[src/logic/ffsfo_pkg.sv]
package ffsfo_pkg;
  // ****************************************
  // Register map
  // ****************************************
  localparam logic [7:0] TX_FIFO_END_OFS = 8'hCC;
  localparam logic [7:0] FLOW_WM_OFS = 8'hD0;
  localparam logic [7:0] RX_PATH_OCC_OFS = 8'hD4;
  localparam logic [7:0] TX_PATH_OCC_OFS = 8'hD8;
  localparam logic [7:0] FLOW_STATUS_OFS = 8'hDC;
  // ****************************************
  // Fields and reset values
  // ****************************************
  localparam int TX_END_W = 6;
  localparam logic [5:0] TX_END_RST = 6'h17;
  localparam int WM_W = 7;
  localparam int WM_ON_LSB = 0;
  localparam int WM_OFF_LSB = 8;
  localparam logic [6:0] WM_RST = 7'h00;
  localparam int WM_UNIT_SHIFT = 9;
  localparam logic [6:0] END_ADDR_LOW = 7'h7F;
  localparam int OCC_W = 16;
  localparam int TOT_LSB = 16;
  localparam logic [15:0] OCC_RST = 16'h0000;
  localparam int FIFO_DEPTH = 8;
  localparam int FIFO_WIDTH = 32;
endpackage : ffsfo_pkg

[src/logic/ffsfo_top.sv]
// Design decision made here: the address-and-strobe port.
`timescale 1ns/1ps
module ffsfo_top
  import ffsfo_pkg::*;
#(
  parameter int FW = FIFO_WIDTH,
  parameter int FD = FIFO_DEPTH
) (
  input wire logic ref_clk,
  input wire logic rst_n,
  // Register port
  input wire logic [7:0] reg_addr,
  input wire logic [31:0] reg_wdata,
  input wire logic reg_wr,
  input wire logic reg_rd,
  output logic [31:0] reg_rdata,
  // Pause enable from the flow-control register of the MAC
  input wire logic tx_pause_enable,
  // Receive frame FIFO accounting, one pulse per stored or drained frame
  input wire logic rx_frame_stored,
  input wire logic [15:0] rx_frame_len,
  input wire logic [15:0] rx_frame_extra,
  input wire logic rx_frame_drained,
  input wire logic [15:0] rx_drain_bytes,
  input wire logic rx_fifo_flush,
  // Occupancy of the other buffers
  input wire logic [15:0] usb_egress_used,
  input wire logic [15:0] usb_ingress_used,
  input wire logic [15:0] tx_fifo_used_bytes,
  // Frame words through the staging FIFO
  input wire logic in_valid,
  output logic in_ready,
  input wire logic [FW-1:0] in_data,
  output logic out_valid,
  input wire logic out_ready,
  output logic [FW-1:0] out_data,
  // Results
  output logic [15:0] tx_fifo_end_addr,
  output logic pause_request,
  output logic [15:0] rx_fifo_used_bytes
);
  // ****************************************
  // Helpers
  // ****************************************
  // Frame length rounded up to a whole DWORD; lengths within three of the top
  // wrap, which no real frame reaches
  function automatic logic [15:0] ffsfo_dw_round(input logic [15:0] len);
    ffsfo_dw_round = (len + 16'h0003) & 16'hFFFC;
  endfunction : ffsfo_dw_round

  // Saturating 16-bit sum so the total field never wraps
  function automatic logic [15:0] ffsfo_sat_add(input logic [15:0] a, input logic [15:0] b);
    logic [16:0] s;
    s = {1'b0, a} + {1'b0, b};
    ffsfo_sat_add = s[16] ? 16'hFFFF : s[15:0];
  endfunction : ffsfo_sat_add

  // ****************************************
  // Address decode
  // ****************************************
  // One code per register; the write and read paths share this decode
  typedef enum logic [2:0] {
    sel_none = 3'h0,
    sel_end = 3'h1,
    sel_flow = 3'h2,
    sel_rx_occ = 3'h3,
    sel_tx_occ = 3'h4,
    sel_status = 3'h5
  } ffsfo_sel_t;

  // Full 8-bit compare, so aliases of a register never respond
  function automatic ffsfo_sel_t ffsfo_decode(input logic [7:0] addr);
    unique case (addr)
      TX_FIFO_END_OFS: ffsfo_decode = sel_end;
      FLOW_WM_OFS: ffsfo_decode = sel_flow;
      RX_PATH_OCC_OFS: ffsfo_decode = sel_rx_occ;
      TX_PATH_OCC_OFS: ffsfo_decode = sel_tx_occ;
      FLOW_STATUS_OFS: ffsfo_decode = sel_status;
      default: ffsfo_decode = sel_none;
    endcase
  endfunction : ffsfo_decode

  ffsfo_sel_t reg_sel;

  // Decoded once for both strobes; they never come together
  assign reg_sel = ffsfo_decode(reg_addr);

  // ****************************************
  // Configuration registers
  // ****************************************
  logic [5:0] tx_fifo_end_value_q, tx_fifo_end_value_d;
  logic [6:0] wm_on_q, wm_on_d, wm_off_q, wm_off_d;

  // Writes land only on writable fields; other bits are dropped, so a
  // read-modify-write of a full word can never set a reserved bit
  always_comb begin
    tx_fifo_end_value_d = tx_fifo_end_value_q;
    wm_on_d = wm_on_q;
    wm_off_d = wm_off_q;
    if (reg_wr) begin
      unique case (reg_sel)
        sel_end: begin
          tx_fifo_end_value_d = reg_wdata[TX_END_W-1:0];
        end
        sel_flow: begin
          wm_on_d = reg_wdata[WM_ON_LSB +: WM_W];
          wm_off_d = reg_wdata[WM_OFF_LSB +: WM_W];
        end
        default: begin
          // Occupancy, status and unmapped writes are dropped
        end
      endcase
    end
  end

  // Configuration state; the end value resets to 17h, an end address of 0BFFh
  always_ff @(posedge ref_clk or negedge rst_n) begin
    if (!rst_n) begin
      tx_fifo_end_value_q <= TX_END_RST;
      wm_on_q <= WM_RST;
      wm_off_q <= WM_RST;
    end else begin
      tx_fifo_end_value_q <= tx_fifo_end_value_d;
      wm_on_q <= wm_on_d;
      wm_off_q <= wm_off_d;
    end
  end

  // ****************************************
  // Transmit FIFO end address
  // ****************************************
  // Resizing is not guarded: a change while frames move would corrupt the ring,
  // so software halts the transmit path and flushes it afterwards
  // The low seven bits are always ones: the FIFO ends on a 128-DWORD boundary
  assign tx_fifo_end_addr = {3'h0, tx_fifo_end_value_q, END_ADDR_LOW};

  // ****************************************
  // Receive FIFO used-space counter
  // ****************************************
  logic [15:0] rx_used_q, rx_used_d;
  logic [15:0] add_b, sub_b, rx_sum;

  // Grows per frame by rounded length plus command words and checksums
  always_comb begin
    add_b = rx_frame_stored ? ffsfo_sat_add(ffsfo_dw_round(rx_frame_len), rx_frame_extra)
                            : 16'h0000;
    sub_b = rx_frame_drained ? rx_drain_bytes : 16'h0000;
    // Add first, then subtract, so a store and a drain in one cycle both count
    rx_sum = ffsfo_sat_add(rx_used_q, add_b);
    if (rx_fifo_flush) begin
      rx_used_d = OCC_RST; // Flush wins over a frame in the same cycle
    end else if (rx_sum > sub_b) begin
      rx_used_d = rx_sum - sub_b;
    end else begin
      // A drain larger than the count floors at zero rather than wrapping
      rx_used_d = OCC_RST;
    end
  end

  // Used-space count
  always_ff @(posedge ref_clk or negedge rst_n) begin
    if (!rst_n) rx_used_q <= OCC_RST;
    else rx_used_q <= rx_used_d;
  end

  assign rx_fifo_used_bytes = rx_used_q;

  // ****************************************
  // Pause-frame hysteresis
  // ****************************************
  logic pause_q, pause_d;
  logic [6:0] used_units;

  // Scaling by 512 is a plain shift: a 16-bit count over 512 fits the
  // seven threshold bits exactly, so no saturation stage is needed
  assign used_units = rx_used_q[WM_UNIT_SHIFT +: WM_W];

  logic at_on, at_off;

  // Watermark compares, both inclusive of the threshold itself
  assign at_on = (used_units >= wm_on_q);
  assign at_off = (used_units <= wm_off_q);

  // On wins when both thresholds are met, so a misprogrammed pair still throttles;
  // with reset thresholds of zero an enable turns pause on at once
  always_comb begin
    pause_d = pause_q; // Hold between thresholds
    if (!tx_pause_enable) begin
      pause_d = 1'b0; // Software sets thresholds before this goes high
    end else if (at_on) begin
      pause_d = 1'b1;
    end else if (at_off) begin
      pause_d = 1'b0;
    end
  end

  // Pause state, one cycle behind the count it follows
  always_ff @(posedge ref_clk or negedge rst_n) begin
    if (!rst_n) pause_q <= 1'b0;
    else pause_q <= pause_d;
  end

  assign pause_request = pause_q;

  // ****************************************
  // Staging FIFO on the frame word path
  // ****************************************
  logic [$clog2(FD):0] stage_count;

  // Words staged between the frame source and the MAC side. A receive flush
  // also empties it, so no stale word outlives the frame it belonged to;
  // a word pushed in the flush cycle is dropped with the rest
  ffsfo_fifo #(
    .WIDTH(FW),
    .DEPTH(FD)
  ) u_ffsfo_fifo (
    .ref_clk(ref_clk),
    .rst_n(rst_n),
    .flush(rx_fifo_flush),
    .in_valid(in_valid),
    .in_ready(in_ready),
    .in_data(in_data),
    .out_valid(out_valid),
    .out_ready(out_ready),
    .out_data(out_data),
    .count(stage_count)
  );

  // ****************************************
  // Occupancy sums and read port
  // ****************************************
  logic [15:0] rx_total, tx_total;
  logic [31:0] rdata_d, rdata_q;

  // Totals saturate at the field's top instead of wrapping, so a full path
  // never reads back as nearly empty; the buffers are sampled as they stand
  assign rx_total = ffsfo_sat_add(usb_egress_used, rx_used_q);
  assign tx_total = ffsfo_sat_add(usb_ingress_used, tx_fifo_used_bytes);

  logic [31:0] end_word, flow_word, rx_occ_word, tx_occ_word, status_word;

  // Register images; reserved bits are tied to zero here, not in the mux
  assign end_word = {26'h0, tx_fifo_end_value_q};
  assign flow_word = {17'h0, wm_off_q, 1'b0, wm_on_q};
  assign rx_occ_word = {rx_total, usb_egress_used};
  assign tx_occ_word = {tx_total, usb_ingress_used};
  // Status: pause state at bit 16, staging FIFO fill in the low nibble
  assign status_word = {15'h0, pause_q, 12'h0, 4'(stage_count)};

  // Read mux; unmapped addresses read zero, and so does every idle cycle
  always_comb begin
    rdata_d = 32'h0000_0000;
    if (reg_rd) begin
      unique case (reg_sel)
        sel_end: begin
          rdata_d = end_word;
        end
        sel_flow: begin
          rdata_d = flow_word;
        end
        sel_rx_occ: begin
          rdata_d = rx_occ_word;
        end
        sel_tx_occ: begin
          rdata_d = tx_occ_word;
        end
        sel_status: begin
          rdata_d = status_word;
        end
        default: begin
          rdata_d = 32'h0000_0000;
        end
      endcase
    end
  end

  // Data stands only in the cycle after the read strobe
  always_ff @(posedge ref_clk or negedge rst_n) begin
    if (!rst_n) rdata_q <= 32'h0000_0000;
    else rdata_q <= rdata_d;
  end

  assign reg_rdata = rdata_q;
endmodule : ffsfo_top

[src/logic/ffsfo_fifo.sv]
`timescale 1ns/1ps
// Small frame-word FIFO with valid/ready on both sides
module ffsfo_fifo #(
  parameter int WIDTH = 32,
  parameter int DEPTH = 8
) (
  input wire logic ref_clk,
  input wire logic rst_n,
  input wire logic flush,
  input wire logic in_valid,
  output logic in_ready,
  input wire logic [WIDTH-1:0] in_data,
  output logic out_valid,
  input wire logic out_ready,
  output logic [WIDTH-1:0] out_data,
  output logic [$clog2(DEPTH):0] count
);
  localparam int AW = $clog2(DEPTH);
  logic [WIDTH-1:0] mem_q [DEPTH];
  logic [AW-1:0] wr_q, wr_d, rd_q, rd_d;
  logic [AW:0] cnt_q, cnt_d;
  logic push, pop;

  // Handshake and pointer next state
  always_comb begin
    in_ready = (cnt_q != (AW+1)'(DEPTH));
    out_valid = (cnt_q != '0);
    push = in_valid && in_ready;
    pop = out_valid && out_ready;
    wr_d = wr_q;
    rd_d = rd_q;
    cnt_d = cnt_q;
    if (flush) begin
      wr_d = '0;
      rd_d = '0;
      cnt_d = '0;
    end else begin
      if (push) wr_d = (wr_q == AW'(DEPTH - 1)) ? '0 : wr_q + 1'b1;
      if (pop) rd_d = (rd_q == AW'(DEPTH - 1)) ? '0 : rd_q + 1'b1;
      cnt_d = cnt_q + {{AW{1'b0}}, push} - {{AW{1'b0}}, pop};
    end
  end

  // Pointers
  always_ff @(posedge ref_clk or negedge rst_n) begin
    if (!rst_n) begin
      wr_q <= '0;
      rd_q <= '0;
      cnt_q <= '0;
    end else begin
      wr_q <= wr_d;
      rd_q <= rd_d;
      cnt_q <= cnt_d;
    end
  end

  // Storage has no reset; only written words are ever read
  always_ff @(posedge ref_clk) begin
    if (push && !flush) mem_q[wr_q] <= in_data;
  end

  assign out_data = mem_q[rd_q];
  assign count = cnt_q;
endmodule : ffsfo_fifo

[config.mk]
export PLATFORM = sky130hd
export DESIGN_NAME = ffsfo_top
export DESIGN_NICKNAME = d
export VERILOG_FILES = /design/src/logic/ffsfo_pkg.sv /design/src/logic/ffsfo_top.sv /design/src/logic/ffsfo_fifo.sv
export SDC_FILE = /design/constraint.sdc
export NUM_CORES = 1
export LEC_CHECK = 0
export BUFFER_PORTS_ARGS = -buffer_cell sky130_fd_sc_hd__buf_2
export CAP_MARGIN = 20
export CORE_ASPECT_RATIO = 1.75
export CORE_MARGIN = 2
export CORE_UTILIZATION = 50
export DETAILED_ROUTE_END_ITERATION = 7
export GPL_TIMING_DRIVEN = 0
export PLACE_DENSITY = 0.71
export SLEW_MARGIN = 30
export SYNTH_ARGS = -nofsm -noshare
export SYNTH_HDL_FRONTEND = slang
export SYNTH_HIERARCHICAL = 1
export SYNTH_SLANG_ARGS = --single-unit
[constraint.sdc]
create_clock -name ref_clk -period 10.4 [get_ports ref_clk]
set_clock_uncertainty 0.2 [all_clocks]
set_input_delay 1.56 -clock ref_clk [delete_from_list [all_inputs] [get_ports ref_clk]]
set_output_delay 1.56 -clock ref_clk [all_outputs]
set_load 0.005 [all_outputs]
==> impl_metrics.py <==
metrics = {
    "floorplanning": {
        "core.rowCount": 91,
        "die-area_um2": 37000,
        "die_x_extent_um": 146,
        "standard_cell_core_area_um2": 35100,
        "floorplan.initialDensity": 0.505,
        "die_h_um": 253,
        "top_level_ports": 277,
    },
    "cells_and_area": {
        "fillerInstances": 2785,
        "mostFrequentLayoutCell": "edfxtp_1",
        "flow.area_growth_from_synthesis_pct": 18.4,
        "nNetsFinal": 1911,
        "final_cell_mix": "edfxtp_1 (256), buf_2 (253), ha_1 (102)",
        "drive_gt1_frac": 0.284,
        "postLayoutCellArea_um2": 20900,
        "utilization": 0.597,
    },
    "drt": {
        "route.detailed.drc": 0,
        "detailed_route_wire_length_per_cell_um": 20.8,
        "num_vias": 11970,
        "detail_route.iter0.violations": 576,
        "postRouteAntennaNets": 0,
        "wirelength_um": 44000,
        "detailedRoute.firstPassIterationCount": 5,
        "detail_route.vias_per_cell": 5.66,
    },
    "cts": {
        "insertion_delay_ns": 0.57,
        "clkSlewWorstSetupHoldPaths_ns": 0.07,
        "clockBufferDepth": 3,
        "tritoncts": "built",
        "hold_buffers": 0,
        "tritoncts.num_buffers": 30,
        "cts_htree_levels": 1,
        "cts_setup_buffers": 0,
        "post_cts_resize_count": 0,
        "cts_root_buffer": "clkbuf_16",
        "clkSinkCount": 335,
    },
    "sta": {
        "timing.final.crit_period_ns": 8.35,
        "setup_total_neg_slack_ns": 0,
        "setup_violations": 0,
        "achievable-frequency_ghz": 0.120,
        "finalMaxSlewViolations": 0,
        "rsz0062_at_grt": "false",
        "final_min_period_over_clock_period": 0.803,
        "slew_headroom": 0.433,
        "tightest_slew_ns": 0.851,
        "timing.final.hold_violations": 0,
    },
    "power_and_ir_drop": {
        "p_int_mw": 2.80,
        "total_switching_power_mw": 1.28,
        "power.share.switching": 0.313,
        "pwr_density_cell_nw_per_um2": 195,
        "ir_worst_vdd_mv": 0.174,
        "sequential_power_share": 0.384,
        "power.static_leakage_nw": 8.51,
        "power_frac_comb": 0.330,
        "clock_power_share": 0.286,
        "overall_power_after_layout_mw": 4.08,
    },
    "synth": {
        "yosys.cell_types.count": 84,
        "number_of_enable_type_register_cells_in_the_synthesized_netlist": 256,
        "seq_area_frac_synth": 0.546,
        "synthFlopType": "edfxtp_1",
        "synth_area_um2": 17700,
        "synth_async_reset_ratio": 0.236,
        "post_synth.cell_area_avg_um2": 13.4,
        "synth_cells": 1322,
        "total_of_flip_flops_plus_latches_after_synthesis": 335,
        "yosys_warn_count": 6,
    },
    "placed_design": {
        "number_of_buffer_cells_added_on_primary_ports": 245,
        "detailedPlacementHpwl_um": 33300,
        "gp_congestion": 0.916,
        "placed_cell_area_um2": 19900,
    },
    "critical_path": {
        "worst_path_largest_cell_delay_ns": 0.44,
        "worstPathRequired_ns": 10.64,
        "critical-path-top-cell-by-count": "ha_1",
        "worst_setup_path_start_kind": "primary input",
        "critPathSlowestCell": "fa_1",
        "cp_data_arrival_time_ns": 8.60,
        "criticalPathCategory": "in2reg",
        "worstSetupEndpointType": "flip-flop",
        "critical_path_maximum_fanout": 10,
    },
    "run": {
        "maxCapViolCount": 0,
    },
    "run_status": {
        "run_status": "completed",
    },
    "grt": {
        "grt_antenna_before_repair": 1,
        "track_usage": 0.235,
        "first_global_vias": 12306,
        "overflow": 0,
        "grt_max_degree": 68,
        "wire_length_of_the_first_global_routing_pass_um": 66900,
    },
    "hold_path": {
        "hp-class": "reg2reg",
    },
}
through the flow:
| step | hold slack, ns | std cells | worst slack (ns) |
|---|---|---|---|
| after floorplan | 0.301 | 1330 | 2.63 |
| after global placement | 0.330 | 2040 | 1.58 |
| after detailed placement | 0.333 | 2058 | 1.50 |
| after CTS | 0.357 | 2114 | 2.06 |
| after global routing | 0.374 | 2115 | 1.56 |
| final | 0.358 | 2115 | 2.05 |
final cells by class:
cell class,count,area (µm²),area share
repair buffers,263,1540,0.0733
diodes,1,2.50,0.000119
plain buffers,53,349,0.0167
clock inverters,23,260,0.0124
multi-input cells,892,7580,0.362
clock buffers,33,783,0.0374
well taps,465,582,0.0278
inverters,50,188,0.00896
flip-flops and latches,335,9670,0.462
cell families after synthesis:
logic type,Yosys count,synth area share
AND/OR/NAND/NOR,313,0.0853
XOR/XNOR,66,0.0327
adder cells (fa/ha/maj),108,0.0789
multiplexers,132,0.129
other,2,0.000424
flip-flops,335,0.546
AO/OA/AOI/OAI,263,0.0976
buffers and inverters,103,0.0303
flip-flops by register name, indices dropped and copies added, names as in the netlist, 4 cells and up:
| signal | cells |
|---|---|
| u_ffsfo_fifo/mem_q | 256 |
| reg_rdata | 32 |
| rx_fifo_used_bytes | 16 |
| wm_off_q | 7 |
| wm_on_q | 7 |
| tx_fifo_end_value_q | 6 |
| u_ffsfo_fifo/count | 4 |
worst max-delay path, delay by kind of cell:
kind / cells / cell delay (ns)
AO/OA/AOI/OAI: 15 / 3.18
XOR/XNOR: 1 / 0.13
adder cells (fa/ha/maj): 5 / 1.42
buffers and inverters: 2 / 0.39
AND/OR/NAND/NOR: 12 / 1.92
power by group through the flow:
stage | sequential (mW) | combinational (mW) | clock, mW
2_1_floorplan | 1.57 | 0.956 | 0
3_3_place_gp | 1.60 | 1.31 | 0
3_5_place_dp | 1.60 | 1.34 | 0
4_1_cts | 1.57 | 1.35 | 1.19
5_1_grt | 1.57 | 1.49 | 1.23
6_report | 1.57 | 1.34 | 1.17
cells in the mapped netlist, types with 24 or more instances:
cell type	n	area share
dfrtp_1	75	0.11
inv_1	50	0.011
nand2b_1	24	0.0085
mux2_2	53	0.034
edfxtp_1	256	0.43
o21ai_0	77	0.022
mux4_2	41	0.052
nand2_1	95	0.020
xnor2_1	48	0.024
ha_1	102	0.072
nor2_1	84	0.018
a21oi_1	62	0.018
a21o_1	28	0.012
path summary, 6_finish.rpt:
check                                            from                      to  slack [ns]  cells after the start
max in group asynchronous                       rst_n  tx_fifo_end_value_q[0]        8.79                      2
worst max register to register  rx_fifo_used_bytes[0]   rx_fifo_used_bytes[8]        5.32                     21
worst min register to register            wm_off_q[0]             wm_off_q[0]        0.36                      1
worst min-delay path                      wm_off_q[0]             wm_off_q[0]        0.36                      1
worst max-delay path                  rx_frame_len[1]   rx_fifo_used_bytes[8]        2.05                     35
min in group asynchronous                       rst_n   rx_fifo_used_bytes[9]        0.61                      1
metal layers:
metal | routed length, µm | global-route usage
met5 | 0 | 0
met4 | 2490 | 0.123
met3 | 2250 | 0.0357
met2 | 23800 | 0.449
met1 | 15400 | 0.247
Power figures use the tool's default switching activity.
